<file path="config.mk">
export PLATFORM = sky130hd
export DESIGN_NAME = reset_pin_and_sleep_control
export DESIGN_NICKNAME = d
export VERILOG_FILES = /design/src/verilog/sys_ctrl_pkg.sv /design/src/verilog/reset_pin_if.sv /design/src/verilog/reset_pin_and_sleep_control.sv /design/src/verilog/reset_qualifier.sv
export SDC_FILE = /design/constraint.sdc
export NUM_CORES = 1
export LEC_CHECK = 0
export BUFFER_PORTS_ARGS = -buffer_cell sky130_fd_sc_hd__buf_2
export CORE_ASPECT_RATIO = 2
export CORE_MARGIN = 10
export CORE_UTILIZATION = 49
export CTS_BUF_LIST = sky130_fd_sc_hd__clkbuf_4 sky130_fd_sc_hd__clkbuf_8 sky130_fd_sc_hd__clkbuf_16
export DETAILED_ROUTE_END_ITERATION = 10
export HOLD_SLACK_MARGIN = 0.03
export PLACE_DENSITY = 0.76
export SYNTH_ARGS = -nofsm -noshare
export SYNTH_HDL_FRONTEND = slang
export SYNTH_SLANG_ARGS = --single-unit
</file>
<file path="constraint.sdc">
create_clock -name pclk -period 2.55 [get_ports pclk]
set_clock_uncertainty 0.15 [all_clocks]
set_input_delay 0.255 -clock pclk [delete_from_list [all_inputs] [get_ports pclk]]
set_output_delay 0.255 -clock pclk [all_outputs]
set_load 0.01 [all_outputs]
</file>
<file path="src/verilog/sys_ctrl_pkg.sv">
// Constants and types shared by the reset pin and sleep control block
package sys_ctrl_pkg;
  localparam int CLK_PERIOD_NS = 10;
  // Minimum qualifying low time on the reset pin, in ns
  localparam int MIN_RESET_PULSE_NS = 2500;
  localparam int MIN_RESET_PULSE_CYCLES = (MIN_RESET_PULSE_NS + CLK_PERIOD_NS - 1) / CLK_PERIOD_NS;
  // Time the chip reset is stretched after the pin returns high, in ns
  localparam int RESET_HOLD_NS = 1000;
  localparam int RESET_HOLD_CYCLES = (RESET_HOLD_NS + CLK_PERIOD_NS - 1) / CLK_PERIOD_NS;
  // Oscillator start-up wait on wake from power-down, in ns
  localparam int OSC_START_NS = 2000;
  localparam int OSC_START_CYCLES = (OSC_START_NS + CLK_PERIOD_NS - 1) / CLK_PERIOD_NS;

  localparam int NUM_PORTS = 4;
  localparam int PORT_A = 0;
  localparam int PORT_B = 1;
  localparam int PORT_C = 2;
  localparam int PORT_D = 3;
  localparam int PORT_A_WIDTH = 4;
  localparam int PORT_B_WIDTH = 8;
  localparam int PORT_C_WIDTH = 8;
  localparam int PORT_D_WIDTH = 8;
  localparam int SHARED_RESET_BIT = 6;
  localparam int CLOCK_PIN_BIT = 6;

  localparam logic [7:0] SLEEP_CTRL_OFFSET = 8'h00;
  localparam logic [7:0] STATUS_OFFSET = 8'h04;
  localparam logic [3:0] PORT_BASE_PAGE = 4'h1;
  localparam logic [1:0] PORT_DIR_SEL = 2'h0;
  localparam logic [1:0] PORT_OUT_SEL = 2'h1;
  localparam logic [1:0] PORT_PULLUP_SEL = 2'h2;
  localparam logic [1:0] PORT_PIN_SEL = 2'h3;

  localparam int SLEEP_EN_BIT = 0;
  localparam int SLEEP_MODE_LSB = 1;
  localparam int STATUS_STATE_LSB = 0;
  localparam int STATUS_RST_FLAG_BIT = 8;
  localparam int STATUS_PIN_ROLE_BIT = 9;
  localparam int STATUS_CLK_SEL_BIT = 10;

  localparam logic SLEEP_EN_RESET = 1'b0;
  localparam logic [7:0] PORT_REG_RESET = 8'h00;

  typedef enum logic [1:0] {
    MODE_IDLE = 2'h0,
    MODE_ADC_NOISE = 2'h1,
    MODE_POWER_DOWN = 2'h2,
    MODE_RESERVED = 2'h3
  } sleep_mode_t;

  typedef enum logic [4:0] {
    ST_ACTIVE = 5'b00001,
    ST_IDLE = 5'b00010,
    ST_ADC_NOISE = 5'b00100,
    ST_POWER_DOWN = 5'b01000,
    ST_OSC_START = 5'b10000
  } power_state_t;
endpackage
</file>
<file path="src/verilog/reset_pin_if.sv">
// Signals between the top level and the reset pin qualifier
interface reset_pin_if;
  logic pin_async_n;
  logic pin_sync;
  logic chip_reset;
  logic long_pulse;
  modport qualifier (input pin_async_n, input pin_sync, output chip_reset, output long_pulse);
  modport top (output pin_async_n, output pin_sync, input chip_reset, input long_pulse);
endinterface

</file>
<file path="src/verilog/reset_pin_and_sleep_control.sv">
// Top level: shared reset pin, port pad control and sleep mode sequencing
//
// Chosen here: the APB interface to the registers and the address map.
module reset_pin_and_sleep_control
  import sys_ctrl_pkg::*;
#(
  parameter int MIN_PULSE_CYCLES = MIN_RESET_PULSE_CYCLES,
  parameter int HOLD_CYCLES = RESET_HOLD_CYCLES,
  parameter int OSC_CYCLES = OSC_START_CYCLES
) (
  input wire logic pclk,
  input wire logic presetn,
  input wire logic ce,
  input wire logic psel,
  input wire logic penable,
  input wire logic pwrite,
  input wire logic [7:0] paddr,
  input wire logic [31:0] pwdata,
  output logic [31:0] prdata,
  output logic pready,
  output logic pslverr,
  input wire logic reset_pin_disable_fuse,
  input wire logic clock_pin_select_fuse,
  input wire logic sleep_cmd,
  input wire logic wake_irq,
  input wire logic [PORT_A_WIDTH-1:0] port_a_pins_i,
  output logic [PORT_A_WIDTH-1:0] port_a_pins_o,
  output logic [PORT_A_WIDTH-1:0] port_a_pins_oe,
  output logic [PORT_A_WIDTH-1:0] port_a_pins_pu,
  input wire logic [PORT_B_WIDTH-1:0] port_b_pins_i,
  output logic [PORT_B_WIDTH-1:0] port_b_pins_o,
  output logic [PORT_B_WIDTH-1:0] port_b_pins_oe,
  output logic [PORT_B_WIDTH-1:0] port_b_pins_pu,
  input wire logic [PORT_C_WIDTH-1:0] port_c_pins_i,
  output logic [PORT_C_WIDTH-1:0] port_c_pins_o,
  output logic [PORT_C_WIDTH-1:0] port_c_pins_oe,
  output logic [PORT_C_WIDTH-1:0] port_c_pins_pu,
  input wire logic [PORT_D_WIDTH-1:0] port_d_pins_i,
  output logic [PORT_D_WIDTH-1:0] port_d_pins_o,
  output logic [PORT_D_WIDTH-1:0] port_d_pins_oe,
  output logic [PORT_D_WIDTH-1:0] port_d_pins_pu,
  output logic clock_gen_in,
  output logic chip_reset,
  output logic cpu_clk_en,
  output logic io_clk_en,
  output logic adc_clk_en,
  output logic osc_en
);
  localparam int OSC_W = $clog2(OSC_CYCLES + 1);
  localparam logic [OSC_W-1:0] OSC_MAX = OSC_W'(OSC_CYCLES);

  function automatic logic [7:0] port_mask(input logic [1:0] idx);
    case (idx)
      2'(PORT_A): port_mask = 8'((1 << PORT_A_WIDTH) - 1);
      2'(PORT_B): port_mask = 8'((1 << PORT_B_WIDTH) - 1);
      2'(PORT_C): port_mask = 8'((1 << PORT_C_WIDTH) - 1);
      default: port_mask = 8'((1 << PORT_D_WIDTH) - 1);
    endcase
  endfunction

  function automatic logic port_page_hit(input logic [7:0] addr);
    port_page_hit = (addr[7:4] >= PORT_BASE_PAGE) && (addr[7:4] < PORT_BASE_PAGE + 4'(NUM_PORTS));
  endfunction

  reset_pin_if rif ();

  logic [NUM_PORTS-1:0][7:0] pin_raw;
  logic [NUM_PORTS-1:0][7:0] pin_meta;
  logic [NUM_PORTS-1:0][7:0] pin_sync;
  logic [NUM_PORTS-1:0][7:0] dir_reg;
  logic [NUM_PORTS-1:0][7:0] out_reg;
  logic [NUM_PORTS-1:0][7:0] pullup_reg;
  logic [NUM_PORTS-1:0][7:0] pad_o;
  logic [NUM_PORTS-1:0][7:0] pad_oe;
  logic [NUM_PORTS-1:0][7:0] pad_pu;
  logic [NUM_PORTS-1:0][7:0] pin_read;
  logic sleep_enable;
  sleep_mode_t sleep_mode;
  logic ext_reset_flag;
  power_state_t state;
  power_state_t next_state;
  logic [OSC_W-1:0] osc_cnt;
  logic pins_hiz;
  logic reset_pin_role;
  logic apb_write;
  logic [1:0] port_idx;
  logic [1:0] reg_sel;

  assign pin_raw[PORT_A] = {{(8 - PORT_A_WIDTH){1'b0}}, port_a_pins_i};
  assign pin_raw[PORT_B] = port_b_pins_i;
  assign pin_raw[PORT_C] = port_c_pins_i;
  assign pin_raw[PORT_D] = port_d_pins_i;

  always_ff @(posedge pclk or negedge presetn) begin
    if (!presetn) begin
      pin_meta <= '0;
      pin_sync <= '0;
    end else if (ce) begin
      pin_meta <= pin_raw;
      pin_sync <= pin_meta;
    end
  end

  assign reset_pin_role = !reset_pin_disable_fuse;
  // Raw pin used only as a reset net; logic reads the synchronised copy
  assign rif.pin_async_n = reset_pin_disable_fuse | port_c_pins_i[SHARED_RESET_BIT];
  assign rif.pin_sync = reset_pin_disable_fuse | pin_sync[PORT_C][SHARED_RESET_BIT];

  reset_qualifier #(
    .MIN_PULSE_CYCLES(MIN_PULSE_CYCLES),
    .HOLD_CYCLES(HOLD_CYCLES)
  ) u_reset_qualifier (
    .pclk(pclk),
    .ce(ce),
    .presetn(presetn),
    .rif(rif)
  );

  assign chip_reset = rif.chip_reset;
  // Release waits for the qualifier; assertion needs no clock edge
  assign pins_hiz = !presetn || rif.chip_reset;

  assign apb_write = psel && penable && pwrite;
  assign port_idx = 2'(paddr[7:4] - PORT_BASE_PAGE);
  assign reg_sel = paddr[3:2];
  // Every register answers in the access cycle, so no wait states are inserted
  assign pready = 1'b1;

  always_ff @(posedge pclk or negedge presetn) begin
    if (!presetn) begin
      sleep_enable <= SLEEP_EN_RESET;
      sleep_mode <= MODE_IDLE;
    end else if (ce && apb_write && paddr == SLEEP_CTRL_OFFSET) begin
      sleep_enable <= pwdata[SLEEP_EN_BIT];
      sleep_mode <= sleep_mode_t'(pwdata[SLEEP_MODE_LSB +: 2]);
    end
  end

  // A long pulse in the same cycle as a clear keeps the flag set
  always_ff @(posedge pclk or negedge presetn) begin
    if (!presetn) begin
      ext_reset_flag <= 1'b0;
    end else if (ce) begin
      if (rif.long_pulse) begin
        ext_reset_flag <= 1'b1;
      end else if (apb_write && paddr == STATUS_OFFSET && pwdata[STATUS_RST_FLAG_BIT]) begin
        ext_reset_flag <= 1'b0;
      end
    end
  end

  genvar p;
  generate
    for (p = 0; p < NUM_PORTS; p++) begin : g_port
      always_ff @(posedge pclk or negedge presetn) begin
        if (!presetn) begin
          dir_reg[p] <= PORT_REG_RESET;
          out_reg[p] <= PORT_REG_RESET;
          pullup_reg[p] <= PORT_REG_RESET;
        end else if (ce && apb_write && port_page_hit(paddr) && port_idx == 2'(p)) begin
          case (reg_sel)
            PORT_DIR_SEL: dir_reg[p] <= pwdata[7:0] & port_mask(2'(p));
            PORT_OUT_SEL: out_reg[p] <= pwdata[7:0] & port_mask(2'(p));
            PORT_PULLUP_SEL: pullup_reg[p] <= pwdata[7:0] & port_mask(2'(p));
            default: ;
          endcase
        end
      end
    end
  endgenerate

  always_comb begin
    pad_o = out_reg;
    pad_oe = dir_reg;
    pad_pu = pullup_reg & ~dir_reg;
    pin_read = pin_sync;
    if (reset_pin_role) begin
      pad_oe[PORT_C][SHARED_RESET_BIT] = 1'b0;
      pad_pu[PORT_C][SHARED_RESET_BIT] = 1'b1;
      pin_read[PORT_C][SHARED_RESET_BIT] = 1'b0;
    end
    if (clock_pin_select_fuse) begin
      pad_oe[PORT_B][CLOCK_PIN_BIT] = 1'b0;
      pad_pu[PORT_B][CLOCK_PIN_BIT] = 1'b0;
    end
    if (pins_hiz) begin
      pad_oe = '0;
      pad_pu = '0;
      if (reset_pin_role) begin
        pad_pu[PORT_C][SHARED_RESET_BIT] = 1'b1;
      end
    end
  end

  // Direct path: the pin is the clock source, so it must not be resampled
  assign clock_gen_in = clock_pin_select_fuse & port_b_pins_i[CLOCK_PIN_BIT];

  assign port_a_pins_o = pad_o[PORT_A][PORT_A_WIDTH-1:0];
  assign port_a_pins_oe = pad_oe[PORT_A][PORT_A_WIDTH-1:0];
  assign port_a_pins_pu = pad_pu[PORT_A][PORT_A_WIDTH-1:0];
  assign port_b_pins_o = pad_o[PORT_B];
  assign port_b_pins_oe = pad_oe[PORT_B];
  assign port_b_pins_pu = pad_pu[PORT_B];
  assign port_c_pins_o = pad_o[PORT_C];
  assign port_c_pins_oe = pad_oe[PORT_C];
  assign port_c_pins_pu = pad_pu[PORT_C];
  assign port_d_pins_o = pad_o[PORT_D];
  assign port_d_pins_oe = pad_oe[PORT_D];
  assign port_d_pins_pu = pad_pu[PORT_D];

  always_comb begin
    prdata = 32'h0000_0000;
    pslverr = 1'b0;
    if (psel && !pwrite && paddr == SLEEP_CTRL_OFFSET) begin
      prdata[SLEEP_EN_BIT] = sleep_enable;
      prdata[SLEEP_MODE_LSB +: 2] = sleep_mode;
    end else if (psel && !pwrite && paddr == STATUS_OFFSET) begin
      prdata[STATUS_STATE_LSB +: 5] = state;
      prdata[STATUS_RST_FLAG_BIT] = ext_reset_flag;
      prdata[STATUS_PIN_ROLE_BIT] = reset_pin_role;
      prdata[STATUS_CLK_SEL_BIT] = clock_pin_select_fuse;
    end else if (psel && !pwrite && port_page_hit(paddr)) begin
      case (reg_sel)
        PORT_DIR_SEL: prdata[7:0] = dir_reg[port_idx];
        PORT_OUT_SEL: prdata[7:0] = out_reg[port_idx];
        PORT_PULLUP_SEL: prdata[7:0] = pullup_reg[port_idx];
        default: prdata[7:0] = pin_read[port_idx] & port_mask(port_idx);
      endcase
    end else if (psel && penable && paddr != SLEEP_CTRL_OFFSET && paddr != STATUS_OFFSET && !port_page_hit(paddr)) begin
      pslverr = 1'b1;
    end
  end

  always_comb begin
    next_state = state;
    case (state)
      ST_ACTIVE: begin
        if (sleep_cmd && sleep_enable) begin
          case (sleep_mode)
            MODE_IDLE: next_state = ST_IDLE;
            MODE_ADC_NOISE: next_state = ST_ADC_NOISE;
            MODE_POWER_DOWN: next_state = ST_POWER_DOWN;
            default: next_state = ST_ACTIVE;
          endcase
        end
      end
      ST_IDLE: if (wake_irq) begin
        next_state = ST_ACTIVE;
      end
      ST_ADC_NOISE: if (wake_irq) begin
        next_state = ST_ACTIVE;
      end
      ST_POWER_DOWN: if (wake_irq) begin
        next_state = ST_OSC_START;
      end
      ST_OSC_START: if (osc_cnt == OSC_MAX) begin
        next_state = ST_ACTIVE;
      end
      default: next_state = ST_ACTIVE;
    endcase
  end

  // Chip reset ends any sleep; register contents are untouched by sleep itself
  always_ff @(posedge pclk or negedge presetn) begin
    if (!presetn) begin
      state <= ST_ACTIVE;
    end else if (ce) begin
      state <= rif.chip_reset ? ST_ACTIVE : next_state;
    end
  end

  always_ff @(posedge pclk or negedge presetn) begin
    if (!presetn) begin
      osc_cnt <= '0;
    end else if (ce) begin
      if (state == ST_OSC_START && osc_cnt != OSC_MAX) begin
        osc_cnt <= osc_cnt + OSC_W'(1);
      end else if (state != ST_OSC_START) begin
        osc_cnt <= '0;
      end
    end
  end

  // cpu_clk_en comes straight from one state bit and osc_en is one state bit inverted; io_clk_en and adc_clk_en are ORs of several one-hot bits
  assign cpu_clk_en = state[0];
  assign io_clk_en = state[0] | state[1];
  assign adc_clk_en = state[0] | state[1] | state[2];
  assign osc_en = !state[3];
endmodule

</file>
<file path="src/verilog/reset_qualifier.sv">
// Reset pin qualifier: asynchronous assertion, stretched release, long-pulse detect
module reset_qualifier
  import sys_ctrl_pkg::*;
#(
  parameter int MIN_PULSE_CYCLES = MIN_RESET_PULSE_CYCLES,
  parameter int HOLD_CYCLES = RESET_HOLD_CYCLES
) (
  input wire logic pclk,
  input wire logic ce,
  input wire logic presetn,
  reset_pin_if.qualifier rif
);
  localparam int LOW_W = $clog2(MIN_PULSE_CYCLES + 1);
  localparam int HOLD_W = $clog2(HOLD_CYCLES + 1);
  localparam logic [LOW_W-1:0] LOW_MAX = LOW_W'(MIN_PULSE_CYCLES);
  localparam logic [HOLD_W-1:0] HOLD_MAX = HOLD_W'(HOLD_CYCLES);

  logic [LOW_W-1:0] low_cnt;
  logic [HOLD_W-1:0] hold_cnt;
  logic pin_rst_n;

  // The pin acts as a reset net so the chip resets with no clock running
  assign pin_rst_n = rif.pin_async_n & presetn;

  always_ff @(posedge pclk or negedge pin_rst_n) begin
    if (!pin_rst_n) begin
      hold_cnt <= '0;
      rif.chip_reset <= 1'b1;
    end else if (ce) begin
      if (!rif.pin_sync) begin
        hold_cnt <= '0;
      end else if (hold_cnt != HOLD_MAX) begin
        hold_cnt <= hold_cnt + HOLD_W'(1);
      end else begin
        rif.chip_reset <= 1'b0;
      end
    end
  end

  // Only lows of at least the minimum width are recorded as external resets
  always_ff @(posedge pclk or negedge presetn) begin
    if (!presetn) begin
      low_cnt <= '0;
      rif.long_pulse <= 1'b0;
    end else if (ce) begin
      rif.long_pulse <= 1'b0;
      if (rif.pin_sync) begin
        low_cnt <= '0;
      end else if (low_cnt != LOW_MAX) begin
        low_cnt <= low_cnt + LOW_W'(1);
        rif.long_pulse <= (low_cnt == LOW_MAX - LOW_W'(1));
      end
    end
  end
endmodule

</file>
== After elaboration in Yosys (flattened, before gate mapping) ==
Index checks and enable logic that the tools add are counted.

* Bitwise operators: 10
* Magnitude comparators: 3
* Reduce and logical (&&, ||, !) cells: 55
* Multiplexer cells: 49
* Eq/ne operators: 25
* Add/subtract/negate cells: 4

{| class="wikitable"
|+ Operators by type and width
! cell !! count
|-
| 8-bit 2-to-1 mux || 15
|-
| 8-bit binary-select mux with 2-bit select || 4
|-
| 32-bit 2-to-1 mux || 2
|-
| 32-bit bitwise AND || 1
|-
| 32-bit inverter || 1
|-
| 2-bit AND reduction || 16
|-
| 5-bit 2-to-1 mux || 6
|-
| 8-bit case mux with 3 select lines || 1
|-
| 1-bit logical AND || 21
|-
| 5-bit case mux with 4 select lines || 1
|-
| 8-bit by 1-bit adder with 8-bit output (second input constant) || 2
|-
| 8-bit equality test (second input constant) || 2
|-
| 8-bit inequality test (second input constant) || 2
|-
| 1-bit 2-to-1 mux || 14
|-
| 7-bit 2-to-1 mux || 2
|-
| 4-bit case mux with 3 select lines || 1
|-
| 3-bit 2-to-1 mux || 3
|-
| 3-bit by 2-bit inequality test with 1-bit output (second input constant) || 3
|-
| 8-bit bitwise AND || 1
|-
| 2-bit equality test (second input constant) || 4
|-
| 8-bit by 3-bit equality test with 1-bit output (second input constant) || 1
|-
| 8-bit logical NOT || 1
|-
| 8-bit by 3-bit inequality test with 1-bit output (second input constant) || 1
|-
| 8-bit nonzero test || 1
|-
| 26 further kinds || 40
|}

* Word-level logic and storage cells: 175
* Output and inout port bits: 124
* Bits of input ports: 78
* Flip-flop bits (word level): 174

== Logic depth before layout (Yosys ltp) ==
Gate-level depths: netlist of the first run.

* Depth after elaboration: 12
* Mapped depth: 11
* Depth with buffers taken out: 7

== By module ==
From an unflattened synthesis of the first run, not the netlist that was laid out.

* Cells, all modules: 769
* Area, all modules: 9271.4 um2

{| class="wikitable"
|+ Modules (own cells, without submodules)
! module !! area an instance (um2) !! sequential area each (um2) !! times used !! cells an instance
|-
| reset_pin_and_sleep_control || 8197.9 || 3930.0 || 1 || 661
|-
| reset_qualifier || 1073.5 || 426.7 || 1 || 108
|}

== Worst setup path after synthesis of the first run ==
OpenSTA, ideal clock, no wires.

* Path kind: input to output
* From: in paddr[4]
* To: out prdata[3]
* Path slack: -0.287 ns
* Data required time: 2.145 ns
* Stages: 10
* Buffers on the path: 4
* Arrival: 2.432 ns
* Path through: buf_6 buf_6 clkinv_1 ha_1 buf_2 buf_2 mux4_2 a22oi_1 nand2_1 a22o_1

* Word-level cells in the longest chain between the ends: 8
* Elaborated cells between the ends (all ways): 22
* Those cells by class: add/sub (1); order compare (2); eq/ne (1); mux (12); bitwise (1); reduce/logical (5)

{| class="wikitable"
|+ RTL lines
! item !! line !! RTL
|-
| from (decl) || reset_pin_and_sleep_control.sv:17 || <nowiki>input wire logic [7:0] paddr,</nowiki>
|-
| 2-bit by 1-bit subtractor with 2-bit output || reset_pin_and_sleep_control.sv:124 || <nowiki>assign port_idx = 2'(paddr[7:4] - PORT_BASE_PAGE);</nowiki>
|-
| 8-bit binary-select mux with 2-bit select || reset_pin_and_sleep_control.sv:227 || <nowiki>default: prdata[7:0] = pin_read[port_idx] & port_mask(port_idx);</nowiki>
|-
| 8-bit 2-to-1 mux (not written as such) || reset_pin_and_sleep_control.sv:227 ||
|-
| 8-bit bitwise AND || reset_pin_and_sleep_control.sv:227 ||
|-
| 8-bit case mux with 3 select lines || reset_pin_and_sleep_control.sv:223 || <nowiki>case (reg_sel)</nowiki>
|-
| 8-bit 2-to-1 mux || reset_pin_and_sleep_control.sv:222 || <nowiki>end else if (psel && !pwrite && port_page_hit(paddr)) begin</nowiki>
|-
| 5-bit 2-to-1 mux || reset_pin_and_sleep_control.sv:217 || <nowiki>end else if (psel && !pwrite && paddr == STATUS_OFFSET) begin</nowiki>
|-
| 8-bit 2-to-1 mux (*) || reset_pin_and_sleep_control.sv:214 || <nowiki>if (psel && !pwrite && paddr == SLEEP_CTRL_OFFSET) begin</nowiki>
|-
| to (decl) || reset_pin_and_sleep_control.sv:19 || <nowiki>output logic [31:0] prdata,</nowiki>
|}

Every way passes the cells marked *; elsewhere a longest branch is shown, timed or not. The select of a mux whose other input is x is not followed.

== Final worst setup path of the first run ==
* From: in paddr[4]
* To: out prdata[0]

* Word-level cells in the longest chain between the ends: 8
* Elaborated cells between the ends (all ways): 22
* Those cells by class: add/sub (1); order compare (2); eq/ne (1); mux (12); bitwise (1); reduce/logical (5)

{| class="wikitable"
|+ RTL lines
! item !! line
|-
| 2-bit by 1-bit subtractor with 2-bit output || reset_pin_and_sleep_control.sv:124
|-
| 8-bit binary-select mux with 2-bit select || reset_pin_and_sleep_control.sv:227
|-
| 8-bit 2-to-1 mux (not written as such) || reset_pin_and_sleep_control.sv:227
|-
| 8-bit bitwise AND || reset_pin_and_sleep_control.sv:227
|-
| 8-bit case mux with 3 select lines || reset_pin_and_sleep_control.sv:223
|-
| 8-bit 2-to-1 mux || reset_pin_and_sleep_control.sv:222
|-
| 5-bit 2-to-1 mux || reset_pin_and_sleep_control.sv:217
|-
| 3-bit 2-to-1 mux (*) || reset_pin_and_sleep_control.sv:214
|}

Marks and branches as above.

==> results of run 1 <==
==> layout by cell type, fill, tap and decap left out, types with 4 or more instances in the layout <==
| cell type | instances |
|---|---|
| dfrtp_1 | 172 |
| mux2_2 | 143 |
| nor3_1 | 11 |
| mux4_2 | 14 |
| nor2b_1 | 5 |
| buf_4 | 48 |
| mux2i_1 | 15 |
| and3_1 | 6 |
| dlygate4sd3_1 | 33 |
| nand2b_1 | 7 |
| buf_12 | 5 |
| inv_1 | 11 |
| nand4_1 | 5 |
| a22o_1 | 8 |
| or3_1 | 5 |
| xor2_1 | 5 |
| nor3b_1 | 29 |
| buf_2 | 153 |
| a21oi_1 | 23 |
| nor2_1 | 39 |
| and2_1 | 32 |
| nand3_1 | 12 |
| a22oi_1 | 4 |
| nand2_1 | 42 |
| o22ai_1 | 9 |
| ha_1 | 10 |
| clkbuf_16 | 18 |
| mux2i_2 | 5 |
| or2_2 | 5 |
| o21ai_0 | 19 |
| a21o_1 | 6 |
| conb_1 | 22 |
==> metal layers <==
layer	global-route usage	wire, um	up-vias
li1	-	-	3116
met1	0.238	9660	3510
met2	0.386	14300	271
met3	0.0472	1690	71
met4	0.0961	1100	0
met5	0	0	-
==> what timing repair did <==
action / 4_1_cts / 5_1_grt
gates cloned: 1 / 1
endpoints found under the setup margin: 8 / 8
hold endpoints to repair: 114 / 0
pin swaps: 3 / 8
resized for setup: 4 / 26
setup buffers: 7 / 3
hold buffers: 33 / 0
==> cells in the mapped netlist (all sizes together) (6+ instances only) <==
| cell | instances | area share |
|---|---|---|
| inv | 12 | 0.0051 |
| nor3 | 11 | 0.0062 |
| a21o | 6 | 0.0051 |
| and3 | 7 | 0.0049 |
| nor3b | 29 | 0.025 |
| buf | 34 | 0.027 |
| o22ai | 12 | 0.0085 |
| and2 | 32 | 0.023 |
| ha | 12 | 0.017 |
| nand2b | 7 | 0.0049 |
| dfrtp | 172 | 0.48 |
| clkbuf | 22 | 0.0093 |
| a22o | 8 | 0.0079 |
| mux4 | 14 | 0.036 |
| nor2 | 39 | 0.016 |
| mux2 | 144 | 0.18 |
| mux2i | 20 | 0.023 |
| o21ai | 21 | 0.012 |
| nand2 | 42 | 0.018 |
| nand3 | 12 | 0.0068 |
| a21oi | 25 | 0.014 |
==> where the power goes <==
group | internal (mW) | switching [mW] | total, mW
registers | 2.94 | 0.138 | 3.08
logic | 0.450 | 0.446 | 0.897
clock network | 1.57 | 1.12 | 2.69
total | 4.96 | 1.71 | 6.67
==> critical path, cell delays in order <==
cell,delay [ns]
buf_8,0.12
bufbuf_16,0.28
or2_2,0.32
o22ai_2,0.22
nor3_1,0.09
or4_4,0.50
a21oi_2,0.18
buf_2,0.16
==> worst paths after layout <==
check                                         start                                   endpoint  slack, ns  cells past startpoint
hold / removal                            pwdata[4]               port_b_pins_o[4]$_DFFE_PN0P_       0.05                      2
setup / recovery                           paddr[4]                                  prdata[0]       0.01                      8
hold reg to reg            pin_meta[25]$_DFFE_PN0P_                   pin_read[25]$_DFFE_PN0P_       0.35                      1
max in group asynchronous                   presetn  u_reset_qualifier.hold_cnt[5]$_DFFE_PN0P_       0.27                      5
min in group asynchronous                   presetn               port_c_pins_o[2]$_DFFE_PN0P_       0.07                      2
setup reg to reg             osc_cnt[0]$_DFFE_PN0P_                       state[3]$_DFFE_PN0P_       0.45                      7
==> stage by stage <==
stage | setup WS [ns] | area, um2 | util | cells
floorplan | 0.0510 | 8980 | - | 771
global placement | -0.0853 | 10100 | 0.565 | 1127
detailed placement | -0.0832 | 10100 | 0.565 | 1127
CTS | 0.00364 | 11100 | 0.625 | 1199
global route | -0.0372 | 11300 | 0.633 | 1204
finish | 0.00966 | 11300 | 0.633 | 1204
==> cell families after synthesis <==
kind of cell | Yosys count | synth area share
and+or+nand+nor | 213 | 0.132
muxes | 178 | 0.241
DFF | 174 | 0.491
AOI/OAI and AO/OA | 95 | 0.0692
buffers and inverters | 69 | 0.0417
adders and majority gates | 12 | 0.0169
xor gates and xnor gates | 8 | 0.00790
other | 2 | 0.000846
==> final cells by class <==
class | count | area, um2
inverter | 13 | 58.8
antenna | 1 | 2.50
clock buffer | 18 | 439
fill | 1373 | 6520
sequential | 174 | 4360
timing repair buffer | 244 | 1660
multi-input combinational | 528 | 4320
tap | 213 | 267
clock inverter | 13 | 164
==> results.toml, run 1 <==
[finish]
layout-drive-gt1-share = 0.431
area_growth_pct = 26.9
fin_nets = 1068

[sta]
finalCriticalPeriod_ns = 2.54
hold_viol_final = 0
worst_pin_slew_ns = 0.905
hold_ws_ns = 0.0478
rsz0062_at_grt = "yes"
slew-limit-headroom = 0.397
setup_viol = 0
fmax_mhz = 394
fin_setup_tns_ns = 0
final_max_slew_viol_count = 0
finalCritPeriodShare = 0.996

[floorplanning]
die_area_mm2 = 0.0242
die_x_um = 115
ios = 202
coreArea_mm2 = 0.0178
start_util = 0.499
die_h_um = 210
row_count = 69

[logic_synthesis]
synthFlopType = "dfrtp_1"
synth_edf_count = 0
syn_area_mm2 = 0.00887
yosysWarnings = 0
synth.distinct_cells = 56
ys_seq_area_frac = 0.491
avgSynthCellArea_um2 = 11.8
syn_inst = 751
synth.ff_latch_count = 174
async_flop_share = 1.00

[grt]
grt_max_degree = 72
grt_antenna_before_repair = 1
grt_pass1_wl_um = 41200
grt_overflow_total = 0
grt_pass1_vias = 7522
grt_use_total = 0.217

[clocking]
clkLatencyLatePin_ns = 0.43
cts_max_level = 4
cts_made_buffers = 17
clk_pin_slew_ns = 0.06
cts.sinks = 174
cts_root_buf = "clkbuf_16"
clock_path_buffers = 2
cts_tree = "built"

[setup_path]
cp-end-kind = "primary output"
critPathKind = "primary input to primary output"
crit_fanout = 14
cp.required_ns = 2.14
cp.arrival_ns = 2.14
cp-start-kind = "primary input"

[drt]
drt-vias-per-instance = 5.79
firstDrtPassIters = 5
antenna_left = 0
wl_um = 26700
vias = 6968
drtIter0Drc = 408
drc = 0
routedWlPerCell_um = 22.2

[placed_design]
numPortBuffers = 156
hpwl_um = 19000
place_congestion = 0.884

[job]
maxCapViolations = 0

[hold_path]
hp-class = "primary input to register"

[power_and_ir_drop]
vdd_drop_max_uv = 402
p_leak_nw = 5.55
fin_total_pwr_mw = 6.67
powerDensity_mw_per_mm2 = 592

[status]
status = "finished, final reports clean"
(Power assumes the default switching activity.)
==> inputs of run 2 (changes only) <==
Settings changed: ABC_AREA set to 1, CORE_UTILIZATION 49 to 50, PLACE_DENSITY 0.76 to 0.77.
==> results.toml, run 2 <==
[status]
status = "finished, final reports clean"

[finish]
n_antenna_cell = 0
postLayoutCellArea_mm2 = 0.0112
final_cell_mix = "438 x nand2_1, 172 x dfrtp_1, 155 x buf_2"
fin_nets = 1527
final_common_cell = "nand2_1"
layout-drive-gt1-share = 0.175
utilization = 0.599
area_growth_pct = 18.3

[logic_synthesis]
synth.distinct_cells = 36
yosysWarnings = 0
async_flop_share = 1.00
yosys.area.top_type = "dfrtp_1"
syn_area_mm2 = 0.00944
syn_inst = 1271
netlist.area_leader.share = 0.456
ys_seq_area_frac = 0.461
avgSynthCellArea_um2 = 7.43
synth.ff_latch_count = 174
synthFlopType = "dfrtp_1"
yosysMostFrequentCell = "nand2_1"
synth_area_leaders = "dfrtp_1 46%, nand2_1 17%, inv_1 5.7%"
synth_common_cells = "439 x nand2_1, 172 x dfrtp_1, 144 x inv_1"
synth_edf_count = 0

[sta]
worst_pin_slew_ns = 0.960
finalCritPeriodShare = 0.950
hold_viol_final = 0
rsz0062_at_grt = "yes"
final_max_slew_viol_count = 0
fmax_mhz = 413
slew-limit-headroom = 0.360
setup_viol = 0
finalCriticalPeriod_ns = 2.42
fin_setup_tns_ns = 0
hold_ws_ns = 0.0350

[grt]
grt_max_degree = 168
grt_overflow_total = 0
grt_use_total = 0.214
grt_pass1_wl_um = 42800
grt_antenna_before_repair = 0
grt_pass1_vias = 8331

[drt]
antenna_left = 0
vias = 8639
drtIter0Drc = 711
drc = 0
routedWlPerCell_um = 16.1
wl_um = 26800
drt-vias-per-instance = 5.18
firstDrtPassIters = 5

[setup_path]
cp-end-kind = "primary output"
cp.required_ns = 2.14
cp.arrival_ns = 2.02
cp-start-kind = "primary input"
critPathKind = "primary input to primary output"
crit_fanout = 21

[power_and_ir_drop]
vdd_drop_max_uv = 390
p_leak_nw = 5.90
powerDensity_mw_per_mm2 = 607

[hold_path]
hp-class = "primary input to register"

[floorplanning]
coreArea_mm2 = 0.0187
die_area_mm2 = 0.0251
start_util = 0.506
ios = 202
die_x_um = 117
row_count = 71
die_h_um = 214

[clocking]
cts_max_level = 4
cts_root_buf = "clkbuf_16"
cts_made_buffers = 17
clock_path_buffers = 2
cts.sinks = 174
clkLatencyLatePin_ns = 0.44
cts_tree = "built"
clk_pin_slew_ns = 0.07
cts.repair.resized = 0

[placed_design]
place_congestion = 0.942
dpl_cell_area_mm2 = 0.0102
numPortBuffers = 156
hpwl_um = 19900

[job]
maxCapViolations = 0
-- run 2: worst paths after layout --
kind,from,endpoint,slack [ns],cells past startpoint
hold reg to reg,pin_meta[13]$_DFFE_PN0P_,pin_meta[13]$_DFFE_PN0P_,0.32,2
setup reg to reg,osc_cnt[0]$_DFFE_PN0P_,state[2]$_DFFE_PN0P_,0.59,11
hold / removal,ce,state[0]$_DFFE_PN1P_,0.03,3
setup / recovery,paddr[5],prdata[2],0.13,11
min in group asynchronous,presetn,dir_reg[8]$_DFFE_PN0P_,0.37,3
max in group asynchronous,presetn,u_reset_qualifier.hold_cnt[1]$_DFFE_PN0P_,0.28,5
-- run 2: layer usage --
layer | up-vias | track usage | part of all wire
li1 | 4282 | - | -
met1 | 3997 | 0.238 | 0.37
met2 | 293 | 0.373 | 0.53
met3 | 67 | 0.0342 | 0.053
met4 | 0 | 0.118 | 0.048
met5 | - | 0 | 0
-- run 2: cells by family (layout without fill, tap and decap cells) --
group	after synthesis	count (layout)	share of synthesized area
buffers and inverters	225	384	0.110
AND/OR/NAND/NOR	653	653	0.290
other	2	22	0.000795
AO/OA/AOI/OAI	199	199	0.116
flip-flops	174	174	0.461
adder cells (fa/ha/maj)	12	12	0.0159
XOR/XNOR	6	6	0.00557
-- run 2: power breakdown --
group	internal (mW)	switching [mW]
Sequential	2.94	0.141
Combinational	0.344	0.655
Clock	1.42	1.28
-- run 2: what timing repair did --
action | 4_1_cts | 5_1_grt
setup buffers | 0 | 0
endpoints found under the setup margin | 0 | 1
hold endpoints to repair | 202 | 0
hold buffers | 32 | 0
-- run 2: stage by stage --
stage	instances	setup slack (ns)	power (mW)
global route	1669	-0.0201	7.08
finish	1669	0.126	6.78
detailed placement	1605	0.137	4.08
global placement	1605	0.168	4.06
CTS	1669	0.136	6.80
floorplan	1291	0.258	3.74
-- run 2: layout make-up --
cell class | count | area [um2]
fillers | 1743 | 7480
clock buffers | 17 | 425
repair buffers | 204 | 1240
clock inverters | 15 | 193
inverters | 148 | 556
well taps | 219 | 274
multi-input cells | 892 | 4130
flip-flops and latches | 174 | 4360
-- run 2: critical path, stage by stage --
cell and delay, ns:
buf_2 0.11, inv_1 0.07, ha_1 0.33, buf_4 0.27
o21ai_0 0.11, o21ai_0 0.17, nor2_1 0.08, nor2_1 0.21
nand2_1 0.11, a21oi_2 0.15, buf_2 0.15
